===== src/common/sldc_pkg.sv =====
package sldc_pkg;

    // ****************************************
    // Widths
    // ****************************************
    localparam int WORD_W = 32;
    localparam int PAY_W = 20;
    localparam int LANE_DATA_W = 16;
    localparam int LANES = 4;
    localparam int BYTE_W = 8;
    localparam int CNT_W = 5;
    localparam int GAP_W = 7;
    localparam int LOCK_CNT_W = 3;
    localparam int TX_LOCK_W = 5;
    localparam int RC_W = 3;

    // ****************************************
    // Payload framing
    // ****************************************
    localparam logic [1:0] EMB_CLOCK = 2'h2;
    localparam logic [CNT_W-1:0] PAY_BITS = 5'h14;
    localparam logic [CNT_W-1:0] RX_BODY_BITS = 5'h12;

    // ****************************************
    // Lock counts (parallel clock edges, good payloads) and timing counts in ref clock cycles
    // ****************************************
    localparam logic [TX_LOCK_W-1:0] TX_LOCK_EDGES = 5'h10;
    localparam logic [LOCK_CNT_W-1:0] RX_LOCK_GOOD = 3'h4;
    localparam logic [GAP_W-1:0] RX_GAP_MAX = 7'h40;
    localparam logic [RC_W-1:0] RCLK_HALF = 3'h4;

    // ****************************************
    // Register map
    // ****************************************
    localparam logic [3:0] REG_CTRL = 4'h0;
    localparam logic [3:0] REG_STATUS = 4'h4;
    localparam logic [3:0] REG_RXDATA = 4'h8;
    localparam logic [3:0] REG_TXDATA = 4'hC;
    localparam logic [7:0] CTRL_RST = 8'h00;
    localparam int CTRL_TX_PD_N = 0;
    localparam int CTRL_TX_EDGE = 1;
    localparam int CTRL_QUAD = 2;
    localparam int CTRL_PREEMPH = 3;
    localparam int CTRL_SWING = 4;
    localparam int CTRL_RX_PD_N = 5;
    localparam int CTRL_RX_OE = 6;
    localparam int CTRL_RX_EDGE = 7;

    // ****************************************
    // Shared encoding
    // ****************************************
    function automatic logic [PAY_W-1:0] build_payload(input logic [LANE_DATA_W-1:0] d);
        build_payload = {EMB_CLOCK, d, ^d, ~^d};
    endfunction : build_payload

    function automatic logic [BYTE_W-1:0] lane_byte(input logic [WORD_W-1:0] w, input int k);
        lane_byte = w[k*BYTE_W +: BYTE_W];
    endfunction : lane_byte

endpackage : sldc_pkg


===== src/design/sldc_tx_lane.sv =====
`timescale 1ns/1ns
module sldc_tx_lane (
    input wire logic i_ref_clk,
    input wire logic i_rstn,
    input wire logic i_load,
    input wire logic [sldc_pkg::LANE_DATA_W-1:0] i_data,
    input wire logic i_boost_en,
    output logic o_bit,
    output logic o_boost
);
    logic [sldc_pkg::PAY_W-1:0] sh_q;
    logic [sldc_pkg::CNT_W-1:0] cnt_q;
    logic bit_q;
    logic boost_q;
    logic bit_d;

    assign bit_d = (cnt_q != '0) ? sh_q[sldc_pkg::PAY_W-1] : 1'b0;

    // ****************************************
    // Payload shifter
    // ****************************************
    always_ff @(posedge i_ref_clk) begin
        if (!i_rstn) begin
            sh_q <= '0;
            cnt_q <= '0;
        end else if (i_load) begin
            sh_q <= sldc_pkg::build_payload(i_data);
            cnt_q <= sldc_pkg::PAY_BITS;
        end else if (cnt_q != '0) begin
            sh_q <= {sh_q[sldc_pkg::PAY_W-2:0], 1'b0};
            cnt_q <= cnt_q - 1'b1;
        end
    end

    // ****************************************
    // Line bit and boost
    // ****************************************
    always_ff @(posedge i_ref_clk) begin
        if (!i_rstn) begin
            bit_q <= 1'b0;
            boost_q <= 1'b0;
        end else begin
            bit_q <= bit_d;
            boost_q <= i_boost_en & (bit_d != bit_q);
        end
    end

    assign o_bit = bit_q;
    assign o_boost = boost_q;

endmodule : sldc_tx_lane


===== src/design/sldc_rx_lane.sv =====
`timescale 1ns/1ns
module sldc_rx_lane (
    input wire logic i_ref_clk,
    input wire logic i_rstn,
    input wire logic i_enable,
    input wire logic i_allow,
    input wire logic i_bit,
    output logic o_valid,
    output logic [sldc_pkg::LANE_DATA_W-1:0] o_data,
    output logic o_miss,
    output logic o_locked,
    output logic o_active
);
    typedef enum logic [1:0] {RX_HUNT, RX_CLOCK, RX_BODY} sldc_rx_st_t;
    sldc_rx_st_t st_q;
    logic [sldc_pkg::PAY_W-3:0] sh_q;
    logic [sldc_pkg::PAY_W-3:0] full;
    logic [sldc_pkg::CNT_W-1:0] cnt_q;
    logic [sldc_pkg::GAP_W-1:0] gap_q;
    logic [sldc_pkg::LOCK_CNT_W-1:0] good_q;
    logic last;
    logic par_ok;
    logic good;
    logic err;
    logic timeout;

    assign full = {sh_q[sldc_pkg::PAY_W-4:0], i_bit};
    assign last = (st_q == RX_BODY) && (cnt_q == 5'h01);
    assign par_ok = full[1:0] == {^full[17:2], ~^full[17:2]};
    assign good = last & par_ok;
    assign err = ((st_q == RX_CLOCK) & i_bit) | (last & ~par_ok);
    assign timeout = o_locked & (gap_q == sldc_pkg::RX_GAP_MAX - 1'b1);

    // ****************************************
    // Framer
    // ****************************************
    always_ff @(posedge i_ref_clk) begin
        if (!i_rstn || !i_enable) begin
            st_q <= RX_HUNT;
            cnt_q <= '0;
            sh_q <= '0;
        end else begin
            sh_q <= full;
            unique case (st_q)
                RX_HUNT: begin
                    if (i_bit) begin
                        st_q <= RX_CLOCK;
                    end
                end
                RX_CLOCK: begin
                    st_q <= i_bit ? RX_HUNT : RX_BODY;
                    cnt_q <= sldc_pkg::RX_BODY_BITS;
                end
                RX_BODY: begin
                    cnt_q <= cnt_q - 1'b1;
                    if (last) begin
                        st_q <= RX_HUNT;
                    end
                end
            endcase
        end
    end

    // ****************************************
    // Activity, lock and outputs
    // ****************************************
    always_ff @(posedge i_ref_clk) begin
        if (!i_rstn || !i_enable) begin
            gap_q <= sldc_pkg::RX_GAP_MAX;
            good_q <= '0;
            o_valid <= 1'b0;
            o_data <= '0;
            o_miss <= 1'b0;
        end else begin
            if (good) begin
                gap_q <= '0;
            end else if (gap_q != sldc_pkg::RX_GAP_MAX) begin
                gap_q <= gap_q + 1'b1;
            end
            if (err || timeout) begin
                good_q <= '0;
            end else if (good && i_allow && !o_locked) begin
                good_q <= good_q + 1'b1;
            end
            o_valid <= good;
            o_miss <= err | timeout;
            if (good) begin
                o_data <= full[17:2];
            end
        end
    end

    assign o_locked = good_q == sldc_pkg::RX_LOCK_GOOD;
    assign o_active = gap_q != sldc_pkg::RX_GAP_MAX;

endmodule : sldc_rx_lane


===== src/design/sldc_top.sv =====
// Register access over Avalon-MM and the register offsets were chosen for this implementation.
`timescale 1ns/1ns
module sldc_top (
    input wire logic i_ref_clk,
    input wire logic i_rstn,
    input wire logic [3:0] i_avs_address,
    input wire logic i_avs_read,
    input wire logic i_avs_write,
    input wire logic [31:0] i_avs_writedata,
    input wire logic [3:0] i_avs_byteenable,
    output logic [31:0] o_avs_readdata,
    output logic o_avs_waitrequest,
    input wire logic i_tx_parallel_clock,
    input wire logic [sldc_pkg::WORD_W-1:0] i_tx_parallel_word,
    output logic [sldc_pkg::LANES-1:0] o_serial_lane_out,
    output logic [sldc_pkg::LANES-1:0] o_serial_lane_oe_n,
    output logic [sldc_pkg::LANES-1:0] o_lane_boost,
    output logic o_swing_select,
    input wire logic [sldc_pkg::LANES-1:0] i_serial_lane_in,
    output logic [sldc_pkg::WORD_W-1:0] o_rx_parallel_word,
    output logic o_rx_word_oe_n,
    output logic o_recovered_clock_out,
    output logic o_recovered_clock_oe_n,
    output logic o_lock
);
    localparam int L = sldc_pkg::LANES;
    localparam int DW = sldc_pkg::LANE_DATA_W;
    localparam int BW = sldc_pkg::BYTE_W;

    typedef enum logic [1:0] {RC_IDLE, RC_LEAD, RC_TRAIL} sldc_rc_st_t;

    logic [7:0] ctrl_q;
    logic ack_q;
    logic [31:0] rdata_q;
    logic [2:0] pclk_sync_q;
    logic [sldc_pkg::WORD_W-1:0] word_s1_q;
    logic [sldc_pkg::WORD_W-1:0] word_s2_q;
    logic [L-1:0] lane_s1_q;
    logic [L-1:0] lane_s2_q;
    logic tx_pd_n;
    logic tx_quad;
    logic cap_edge;
    logic [sldc_pkg::TX_LOCK_W-1:0] tx_lock_cnt_q;
    logic tx_locked;
    logic tx_phase_q;
    logic [sldc_pkg::WORD_W-1:0] tx_first_q;
    logic [sldc_pkg::WORD_W-1:0] tx_word_q;
    logic [L-1:0] tx_load;
    logic [DW-1:0] tx_data [L];
    logic [L-1:0] tx_bit;
    logic [L-1:0] tx_boost;
    logic rx_en;
    logic [L-1:0] rx_valid;
    logic [DW-1:0] rx_data [L];
    logic [L-1:0] rx_miss;
    logic [L-1:0] rx_locked;
    logic [L-1:0] rx_active;
    logic [L-1:0] rx_mask;
    logic rx_quad;
    logic rx_all_locked;
    logic rx_lock_q;
    logic rx_lock_now;
    logic [L-1:0] got_q;
    logic [L-1:0] got_all;
    logic [DW-1:0] pay_q [L];
    logic [DW-1:0] pay_now [L];
    logic assemble;
    logic [sldc_pkg::WORD_W-1:0] word_a;
    logic [sldc_pkg::WORD_W-1:0] word_b;
    logic [sldc_pkg::WORD_W-1:0] rx_word_q;
    logic [sldc_pkg::WORD_W-1:0] rx_next_q;
    logic rx_pend_q;
    sldc_rc_st_t rc_st_q;
    logic [sldc_pkg::RC_W-1:0] rc_cnt_q;
    logic rclk_q;
    logic rx_float;

    // ****************************************
    // Avalon-MM register slave
    // ****************************************
    assign o_avs_waitrequest = (i_avs_read | i_avs_write) & ~ack_q;

    always_ff @(posedge i_ref_clk) begin
        if (!i_rstn) begin
            ack_q <= 1'b0;
        end else begin
            ack_q <= (i_avs_read | i_avs_write) & ~ack_q;
        end
    end

    always_ff @(posedge i_ref_clk) begin
        if (!i_rstn) begin
            ctrl_q <= sldc_pkg::CTRL_RST;
        end else if (i_avs_write && ack_q && i_avs_byteenable[0]
                     && i_avs_address == sldc_pkg::REG_CTRL) begin
            ctrl_q <= i_avs_writedata[7:0];
        end
    end

    always_ff @(posedge i_ref_clk) begin
        if (!i_rstn) begin
            rdata_q <= '0;
        end else if (i_avs_read && !ack_q) begin
            unique case (i_avs_address)
                sldc_pkg::REG_CTRL: rdata_q <= {24'h000000, ctrl_q};
                sldc_pkg::REG_STATUS: rdata_q <= {20'h00000, rx_active, rx_locked,
                                                  1'b0, rx_quad, o_lock, tx_locked};
                sldc_pkg::REG_RXDATA: rdata_q <= rx_word_q;
                sldc_pkg::REG_TXDATA: rdata_q <= tx_word_q;
                default: rdata_q <= '0;
            endcase
        end
    end

    assign o_avs_readdata = rdata_q;
    assign o_swing_select = ctrl_q[sldc_pkg::CTRL_SWING];

    // ****************************************
    // Pin synchronisers
    // ****************************************
    always_ff @(posedge i_ref_clk) begin
        if (!i_rstn) begin
            pclk_sync_q <= '0;
            word_s1_q <= '0;
            word_s2_q <= '0;
            lane_s1_q <= '0;
            lane_s2_q <= '0;
        end else begin
            pclk_sync_q <= {pclk_sync_q[1:0], i_tx_parallel_clock};
            word_s1_q <= i_tx_parallel_word;
            word_s2_q <= word_s1_q;
            lane_s1_q <= i_serial_lane_in;
            lane_s2_q <= lane_s1_q;
        end
    end

    // ****************************************
    // Serializer capture and PLL lock
    // ****************************************
    assign tx_pd_n = ctrl_q[sldc_pkg::CTRL_TX_PD_N];
    assign tx_quad = ctrl_q[sldc_pkg::CTRL_QUAD];
    assign cap_edge = ctrl_q[sldc_pkg::CTRL_TX_EDGE]
                      ? (pclk_sync_q[1] & ~pclk_sync_q[2])
                      : (~pclk_sync_q[1] & pclk_sync_q[2]);
    assign tx_locked = tx_lock_cnt_q == sldc_pkg::TX_LOCK_EDGES;

    always_ff @(posedge i_ref_clk) begin
        if (!i_rstn || !tx_pd_n) begin
            tx_lock_cnt_q <= '0;
        end else if (cap_edge && !tx_locked) begin
            tx_lock_cnt_q <= tx_lock_cnt_q + 1'b1;
        end
    end

    always_ff @(posedge i_ref_clk) begin
        if (!i_rstn || !tx_locked || !tx_quad) begin
            tx_phase_q <= 1'b0;
            tx_first_q <= '0;
        end else if (cap_edge) begin
            tx_phase_q <= ~tx_phase_q;
            if (!tx_phase_q) begin
                tx_first_q <= word_s2_q;
            end
        end
    end

    always_ff @(posedge i_ref_clk) begin
        if (!i_rstn) begin
            tx_word_q <= '0;
        end else if (cap_edge && tx_locked) begin
            tx_word_q <= word_s2_q;
        end
    end

    // ****************************************
    // Lane mapping and serial lanes
    // ****************************************
    generate
        for (genvar k = 0; k < L; k++) begin : g_tx
            if (k < 2) begin : g_low
                assign tx_load[k] = cap_edge & tx_locked & (~tx_quad | tx_phase_q);
            end else begin : g_high
                assign tx_load[k] = cap_edge & tx_locked & tx_quad & tx_phase_q;
            end
            assign tx_data[k] = tx_quad
                ? {sldc_pkg::lane_byte(word_s2_q, k), sldc_pkg::lane_byte(tx_first_q, k)}
                : word_s2_q[(k % 2)*DW +: DW];

            sldc_tx_lane u_tx_lane (
                .i_ref_clk(i_ref_clk),
                .i_rstn(i_rstn),
                .i_load(tx_load[k]),
                .i_data(tx_data[k]),
                .i_boost_en(ctrl_q[sldc_pkg::CTRL_PREEMPH]),
                .o_bit(tx_bit[k]),
                .o_boost(tx_boost[k])
            );

            assign o_serial_lane_out[k] = tx_bit[k];
            assign o_lane_boost[k] = tx_boost[k] & ~o_serial_lane_oe_n[k];
            if (k < 2) begin : g_oe_low
                assign o_serial_lane_oe_n[k] = ~tx_pd_n;
            end else begin : g_oe_high
                assign o_serial_lane_oe_n[k] = ~tx_pd_n | ~tx_quad;
            end
        end
    endgenerate

    // ****************************************
    // Deserializer lanes
    // ****************************************
    assign rx_en = ctrl_q[sldc_pkg::CTRL_RX_PD_N];

    generate
        for (genvar k = 0; k < L; k++) begin : g_rx
            sldc_rx_lane u_rx_lane (
                .i_ref_clk(i_ref_clk),
                .i_rstn(i_rstn),
                .i_enable(rx_en),
                .i_allow((k == 0) ? 1'b1 : rx_locked[0]),
                .i_bit(lane_s2_q[k]),
                .o_valid(rx_valid[k]),
                .o_data(rx_data[k]),
                .o_miss(rx_miss[k]),
                .o_locked(rx_locked[k]),
                .o_active(rx_active[k])
            );
            assign pay_now[k] = rx_valid[k] ? rx_data[k] : pay_q[k];
        end
    endgenerate

    // ****************************************
    // Mode detection and lock
    // ****************************************
    assign rx_quad = rx_active[2] & rx_active[3];
    assign rx_mask = rx_quad ? 4'hF : 4'h3;
    assign rx_all_locked = &(rx_locked | ~rx_mask);
    assign rx_lock_now = rx_lock_q & ~|(rx_miss & rx_mask);
    assign o_lock = rx_lock_now;

    always_ff @(posedge i_ref_clk) begin
        if (!i_rstn || !rx_en) begin
            rx_lock_q <= 1'b0;
        end else begin
            rx_lock_q <= rx_all_locked & ~|(rx_miss & rx_mask);
        end
    end

    // ****************************************
    // Word reassembly
    // ****************************************
    assign got_all = got_q | rx_valid;
    assign assemble = rx_lock_q && ((got_all & rx_mask) == rx_mask);

    always_ff @(posedge i_ref_clk) begin
        if (!i_rstn || !rx_lock_now) begin
            got_q <= '0;
        end else if (assemble) begin
            got_q <= '0;
        end else begin
            got_q <= got_all & rx_mask;
        end
    end

    always_ff @(posedge i_ref_clk) begin
        if (!i_rstn) begin
            for (int k = 0; k < L; k++) begin
                pay_q[k] <= '0;
            end
        end else begin
            for (int k = 0; k < L; k++) begin
                pay_q[k] <= pay_now[k];
            end
        end
    end

    always_comb begin
        word_a = {pay_now[1], pay_now[0]};
        word_b = '0;
        if (rx_quad) begin
            for (int k = 0; k < L; k++) begin
                word_a[k*BW +: BW] = pay_now[k][BW-1:0];
                word_b[k*BW +: BW] = pay_now[k][DW-1:BW];
            end
        end
    end

    // ****************************************
    // Recovered clock and data output
    // ****************************************
    always_ff @(posedge i_ref_clk) begin
        if (!i_rstn || !rx_lock_now) begin
            rc_st_q <= RC_IDLE;
            rc_cnt_q <= '0;
            rclk_q <= ctrl_q[sldc_pkg::CTRL_RX_EDGE];
            rx_pend_q <= 1'b0;
        end else begin
            unique case (rc_st_q)
                RC_IDLE: begin
                    if (assemble) begin
                        rc_st_q <= RC_LEAD;
                        rc_cnt_q <= sldc_pkg::RCLK_HALF;
                        rclk_q <= ~ctrl_q[sldc_pkg::CTRL_RX_EDGE];
                        rx_pend_q <= rx_quad;
                    end
                end
                RC_LEAD: begin
                    rc_cnt_q <= rc_cnt_q - 1'b1;
                    if (rc_cnt_q == 3'h1) begin
                        rc_st_q <= RC_TRAIL;
                        rc_cnt_q <= sldc_pkg::RCLK_HALF;
                        rclk_q <= ctrl_q[sldc_pkg::CTRL_RX_EDGE];
                    end
                end
                RC_TRAIL: begin
                    rc_cnt_q <= rc_cnt_q - 1'b1;
                    if (rc_cnt_q == 3'h1) begin
                        if (rx_pend_q) begin
                            rc_st_q <= RC_LEAD;
                            rc_cnt_q <= sldc_pkg::RCLK_HALF;
                            rclk_q <= ~ctrl_q[sldc_pkg::CTRL_RX_EDGE];
                            rx_pend_q <= 1'b0;
                        end else begin
                            rc_st_q <= RC_IDLE;
                        end
                    end
                end
            endcase
        end
    end

    always_ff @(posedge i_ref_clk) begin
        if (!i_rstn) begin
            rx_word_q <= '0;
            rx_next_q <= '0;
        end else if (rx_lock_now && rc_st_q == RC_IDLE && assemble) begin
            rx_word_q <= word_a;
            rx_next_q <= word_b;
        end else if (rx_lock_now && rc_st_q == RC_TRAIL && rc_cnt_q == 3'h1 && rx_pend_q) begin
            rx_word_q <= rx_next_q;
        end
    end

    assign rx_float = ~ctrl_q[sldc_pkg::CTRL_RX_OE] | ~rx_en;
    assign o_rx_parallel_word = rx_word_q;
    assign o_rx_word_oe_n = rx_float;
    assign o_recovered_clock_out = rclk_q;
    assign o_recovered_clock_oe_n = rx_float;

endmodule : sldc_top


===== config.mk =====
export PLATFORM = sky130hd
export DESIGN_NAME = sldc_top
export DESIGN_NICKNAME = d
export VERILOG_FILES = /design/src/common/sldc_pkg.sv /design/src/design/sldc_tx_lane.sv /design/src/design/sldc_rx_lane.sv /design/src/design/sldc_top.sv
export SDC_FILE = /design/constraint.sdc
export NUM_CORES = 1
export LEC_CHECK = 0
export ABC_AREA = 1
export BUFFER_PORTS_ARGS = -buffer_cell sky130_fd_sc_hd__clkbuf_2
export CAP_MARGIN = 0
export CORE_MARGIN = 1
export CORE_UTILIZATION = 35
export DETAILED_ROUTE_END_ITERATION = 8
export MAX_ROUTING_LAYER = met4
export PLACE_DENSITY = 0.53
export RECOVER_POWER = 25
export SLEW_MARGIN = 20
export SYNTH_ARGS = -nofsm -noshare
export SYNTH_HDL_FRONTEND = slang
export SYNTH_SLANG_ARGS = --single-unit

===== constraint.sdc =====
create_clock -name i_ref_clk -period 4.24 [get_ports i_ref_clk]
set_input_delay 0.424 -clock i_ref_clk [delete_from_list [all_inputs] [get_ports i_ref_clk]]
set_output_delay 0.424 -clock i_ref_clk [all_outputs]
set_load 0.01 [all_outputs]

# After elaboration in Yosys (flattened, before gate mapping)
# Memories as Yosys holds them, arrays and structs flattened.
# Index checks and enable logic that the tools add are counted.
# word_totals
reg_bits	578
ramBits	64
input_bits	81
elab_cells	417
n_memories	1
# op_classes
n_addsub	18
eq_ne	55
mux	88
n_bitwise	70
n_reduce_logical	105
# mem_list
name	words	word_bits	read_ports	rd_ports_with_merged_regs	wr	line	text
pay_q	4	16	4	0	4	sldc_top.sv:65	logic [DW-1:0] pay_q [L];
# op_table
op	count
16-bit 2-to-1 mux	11
20-bit 2-to-1 mux	8
32-bit 2-to-1 mux	4
32-bit one-hot mux with 4 select lines	1
16-bit XNOR reduction	8
16-bit XOR reduction	8
7-bit 2-to-1 mux	8
5-bit 2-to-1 mux	8
5-bit one-hot mux with 2 select lines	4
5-bit by 1-bit subtractor with 5-bit output (second input constant)	8
1-bit AND	34
2-bit 2-to-1 mux	15
2-bit one-hot mux with 3 select lines	5
7-bit by 1-bit adder with 7-bit output (second input constant)	4
7-bit by 6-bit == test with 1-bit output (second input constant)	4
7-bit != test (second input constant)	4
2-bit nonzero test	14
1-bit logical AND	23
2-bit OR reduction	11
5-bit by 1-bit == test with 1-bit output (second input constant)	4
5-bit nonzero test	4
1-bit bitwise OR	16
1-bit 2-to-1 mux	15
1-bit inverter	15
33 further kinds	100

# Depth between registers and ports, before layout
# depth
word_depth	12
depth_mapped	18
mapped_depth_nobuf	15

# Hierarchy
# Synthesis repeated with hierarchy kept, for this count alone.
# unflattened
hier_cells	4262
area_unflattened_um2	29584.6
# by_module_without_submodules
mod	instances	cells_per_inst	area_each_um2
sldc_top	1	1842	13349.1
sldc_rx_lane	4	360	2493.6
sldc_tx_lane	4	245	1565.3

# Least setup slack after synthesis
# Ideal clock, no wire load.
# synth_timing
path_type	reg-to-reg
from	register g_rx[3].u_rx_lane.gap_q[0] (netlist name)
to	register rx_word_q (netlist bit o_rx_parallel_word[17])
setup_ns	0.116
t_arrival_ns	1.895
required_ns	4.124
path_slack_ns	2.229
stages_incl_launch_ff	18
synth_period_minus_slack_ns	2.011
path_cell_list	dfxtp_1 -> inv_1 -> ha_1 -> inv_1 -> nor3_4 -> nand2_2 -> nand2_2 -> inv_4 -> o21ai_4 -> nand3_4 -> nor2_4 -> inv_2 -> buf_6 -> buf_6 -> nand2_2 -> nand2_1 -> nor2_1 -> nor2_1
# synth_via
elab_chain_cells	11
elab_cells_between_ends	18
# synth_rtl
item	line	text
from (decl)	sldc_rx_lane.sv:19	logic [sldc_pkg::GAP_W-1:0] gap_q;
from (signal assigned)	sldc_rx_lane.sv:69	gap_q <= sldc_pkg::RX_GAP_MAX;
from (signal assigned)	sldc_rx_lane.sv:78	gap_q <= gap_q + 1'b1;
7-bit != test *	sldc_rx_lane.sv:94	assign o_active = gap_q != sldc_pkg::RX_GAP_MAX;
1-bit AND *	sldc_top.sv:235	assign rx_quad = rx_active[2] & rx_active[3];
4-bit 2-to-1 mux	sldc_top.sv:236	assign rx_mask = rx_quad ? 4'hF : 4'h3;
4-bit AND	sldc_top.sv:238	assign rx_lock_now = rx_lock_q & ~|(rx_miss & rx_mask);
4-bit OR reduction	sldc_top.sv:238	
1-bit logical NOT	sldc_top.sv:238	
1-bit AND	sldc_top.sv:238	
1-bit logical AND (3 in a row)	sldc_top.sv:339	end else if (rx_lock_now && rc_st_q == RC_TRAIL && rc_cnt_q == 3'h1 && rx_pend_q) begin
2-bit nonzero test (no line)	--	
to (signal assigned)	sldc_top.sv:337	rx_word_q <= word_a;
to (signal assigned)	sldc_top.sv:340	rx_word_q <= rx_next_q;
to (decl)	sldc_top.sv:70	logic [sldc_pkg::WORD_W-1:0] rx_word_q;
# Mark *: on every way between the ends. The rest lies on a longest branch, timed or not.
# A chain may end at the register's enable or synchronous reset.

# Final worst setup path
# layout_timing
from	input port i_rstn
to	register g_rx[3].u_rx_lane.o_data[11] (netlist name)
# layout_via
elab_chain_cells	2
# layout_rtl
item	line	text
from (decl)	sldc_top.sv:5	input wire logic i_rstn,
1-bit logical NOT	sldc_rx_lane.sv:68	if (!i_rstn || !i_enable) begin
1-bit logical OR	sldc_rx_lane.sv:68	
to (signal assigned)	sldc_rx_lane.sv:88	o_data <= full[17:2];
to (decl)	sldc_rx_lane.sv:9	output logic [sldc_pkg::LANE_DATA_W-1:0] o_data,
# No other way between the ends.

==> qor.csv <==
stage;metric;value;unit
logic_synthesis;Synth Area in Compound Gates;12.9;%
die;io pins;163;
timing;Final min period;3480;ps
logic_synthesis;multiplexer area fraction after synthesis;0;%
logic_synthesis;Synth Area in XOR/XNOR;3.93;%
global_routing;first-pass GRT wire length;121000;um
worst_setup_path;WP data required;4740;ps
worst_setup_path;CP max FO;52;
timing;endpoints failing setup;0;
worst_setup_path;CP Launch Type;primary input;
logic_synthesis;register area share after synthesis;46.5;%
die;Die ar.;0.0802;mm^2
power_and_ir_drop;internal power;0.0104;W
logic_synthesis;Synth Area in Simple Gates;25.2;%
die;Die W;283;um
routing;first drt pass iteration count;5;
final_layout;Final nets;4068;
clocking;register clock-pin slew on the reported worst setup and hold paths;60;ps
routing;DR WL/cell;15.2;um
global_routing;Total GRT Usage;19.4;%
worst_setup_path;Worst Path Arrival;3990;ps
clocking;CTS H-tree lvls;3;
global_routing;number of global-route vias before repair;21600;
clocking;CTS tree;yes;
final_layout;fin util;40.9;%
clocking;hold_buf cts;29;
power_and_ir_drop;static leakage;13.4;nW
global_routing;initial antenna violation count;2;
min_path;hold path cells;3;
job;number of max-cap violations;1;
logic_synthesis;Seq cells post-synth;642;
die;num rows;102;
placement;dpl hpwl;54500;um
placement;GPL Wtd Cong;0.850;
timing;Final Max Slew Viols;33;
final_layout;area delta synth->final;15.2;%
clocking;TritonCTS Sinks;642;
timing;post-route setup slack;758;ps
logic_synthesis;Top FF cell, synth;dfxtp_1;
routing;drt drc;0;
power_and_ir_drop;VDD IR max;0.280;mV
die;Initial Util;35.5;%
power_and_ir_drop;PwrDens;440;mW/mm^2
worst_setup_path;Setup crit end kind;flip-flop;
min_path;HP Start;i_tx_parallel_word[17];
logic_synthesis;FFs w/ async S/R, synth;0;%
timing;RSZ-0062 raised after global routing;false;
worst_setup_path;Critical path origin;i_rstn;
timing;relative slew slack;-49.6;%
die;die height;283;um
logic_synthesis;main combinational cell family by area after synthesis;simple AND/OR/NAND/NOR gates;
timing;Slew @ Worst Pin;2240;ps
min_path;Hold Path Class;primary input to flip-flop;
die;core area;0.0778;mm^2
clocking;Post-CTS Setup Bufs;0;
routing;antenna-violating nets left;0;
power_and_ir_drop;Clock Power Share;46.3;%
timing;f_max;287;MHz
logic_synthesis;syn nets;3980;
clocking;Root Buffer;clkbuf_16;
global_routing;grt ovf;0;
timing;Fin Hold WS;23.8;ps
logic_synthesis;adder-cell share of the synthesized area;2.13;%
timing;Setup TNS;0;ps
logic_synthesis;cell taking the most area after synthesis;dfxtp_1;
power_and_ir_drop;switching fraction of total power;25.6;%
worst_setup_path;worst setup path class;primary input to flip-flop;
worst_setup_path;RR Startpoint;g_rx[1].u_rx_lane.o_valid$_SDFF_PP0_;
routing;routed wire length;76800;um
logic_synthesis;Post-synth EDFFs;1;
status;run status;complete, but fails checks;
timing;Final Hold Fails;0;
placement;Port Buffer Count;135;
clocking;CTS Buf Count;74;
placement;Place WS;1180;ps
logic_synthesis;synth top area cells;dfxtp_1 46%, nand2_1 16%, o21ai_0 6.6%;
logic_synthesis;mapped cell area;0.0277;mm^2
final_layout;layout cells sized above 1;8.46;%
final_layout;commonest non-fill, non-tap cells in the layout;1,142 x nand2_1, 641 x dfxtp_1, 458 x inv_1;
logic_synthesis;Mapped Cells;3852;
routing;Vias/cell;4.70;
timing;Final Cycle Share;82.1;%
power_and_ir_drop;Gate power share;9.3;%
status;failing checks;capacitance limit, slew limit;
power_and_ir_drop;Psw;0.00359;W
final_layout;most common cell after layout, fill and taps aside;nand2_1;
routing;Vias;23700;
worst_setup_path;Register-to-Register Path Depth;10;
clocking;Clock Tree Buf Depth;3;
clocking;post-CTS sizing;0;
clocking;Worst-Skew Late Latency;620;ps
timing;skew final;31.8;ps
routing;Initial DRC Count;1758;
logic_synthesis;Netlist cell types;47;
global_routing;pin count of the biggest net entering global routing;194;
logic_synthesis;post-synth top area share;46.4;%
power_and_ir_drop;sequential power share;44.4;%
logic_synthesis;Mean Syn Cell Area;7.18;um^2
logic_synthesis;Synth warnings;0;
[metrics by stage]
stage / instance area [um^2] / total power, W / std cells
6_report: 31900 / 0.0140 / 5038
5_1_grt: 31900 / 0.0147 / 5037
4_1_cts: 31900 / 0.0142 / 5037
3_5_place_dp: 29100 / 0.00765 / 4875
3_3_place_gp: 29100 / 0.00764 / 4875
2_1_floorplan: 27700 / 0.00730 / 3852
[flip-flops by register name, summed over array words and instances, names as in the netlist, 5 cells and up]
name / count
o_avs_readdata: 32
tx_first_q: 32
word_s2_q: 32
g_rx.u_rx_lane.sh_q: 68
rx_next_q: 32
g_rx.u_rx_lane.cnt_q: 20
o_rx_parallel_word: 32
g_rx.u_rx_lane.st_q: 8
pay_q: 64
g_rx.u_rx_lane.gap_q: 28
g_tx.u_tx_lane.sh_q: 80
ctrl_q: 8
tx_word_q: 32
g_rx.u_rx_lane.o_data: 64
tx_lock_cnt_q: 5
word_s1_q: 32
g_tx.u_tx_lane.cnt_q: 20
g_rx.u_rx_lane.good_q: 12
[cells in the mapped netlist (3+ instances only)]
cell type / instances
a211oi_1: 27
a21oi_1: 169
a22oi_1: 4
a311oi_1: 6
a31oi_1: 72
and3_1: 4
buf_1: 23
buf_2: 30
buf_4: 15
buf_6: 6
clkbuf_1: 109
clkinv_1: 3
dfxtp_1: 641
ha_1: 47
inv_1: 461
nand2_1: 1144
nand2_2: 14
nand3_1: 99
nand4_1: 48
nor2_1: 365
nor2_4: 5
nor3_1: 21
nor3_2: 3
nor4_1: 5
o2111ai_1: 5
o21ai_0: 367
o21ai_1: 5
or2_2: 6
xnor2_1: 54
xor2_1: 70
[layout make-up]
cell class / instances / area [um^2]
multi-input cells: 2560 / 12200
fillers: 8088 / 46000
clock inverters: 29 / 288
well taps: 1040 / 1300
flip-flops and latches: 642 / 12900
inverters: 467 / 1760
clock buffers: 104 / 2200
diodes: 1 / 2.50
repair buffers: 195 / 1230
[power by group through the flow]
stage               Sequential, W  Clock, W  Combinational [W]
floorplan                 0.00633         0           0.000973
global placement          0.00635         0            0.00129
detailed placement        0.00635         0            0.00129
CTS                       0.00622   0.00667            0.00132
global route              0.00624   0.00692            0.00150
finish                    0.00622   0.00650            0.00131
[path summary, 6_finish.rpt]
kind                                                             endpoint  slack (ps)
worst max register to register                 rx_next_q[18]$_SDFFE_PN0P_         860
worst max-delay path            g_rx[3].u_rx_lane.o_data[11]$_SDFFE_PP0P_         760
worst min-delay path                             word_s1_q[17]$_SDFF_PN0_          20
worst min register to register                   word_s2_q[16]$_SDFF_PN0_         400
[critical path, cell delays in order]
cell      delay (ps)
clkbuf_1        1560
nand2_4           10
clkbuf_2         750
buf_4            560
nor2_4           370
nand2_1          110
o21ai_0           80
[logic make-up after synthesis]
kind of cell	after synthesis
XOR/XNOR	124
buffers and inverters	650
AO/OA/AOI/OAI	662
adder cells (fa/ha/maj)	47
flip-flops	642
AND/OR/NAND/NOR	1727
[layer usage]
layer / GRT usage (%) / part of all wire (%) / up-vias
met3: 4.48 / 6.8 / 103
met1: 28.2 / 51 / 10800
met4: 5.19 / 2.1 / 0
li1: - / - / 12300
met5: - / 0 / -
met2: 26.5 / 40 / 516
No activity file was read; power rests on OpenSTA's default activity.
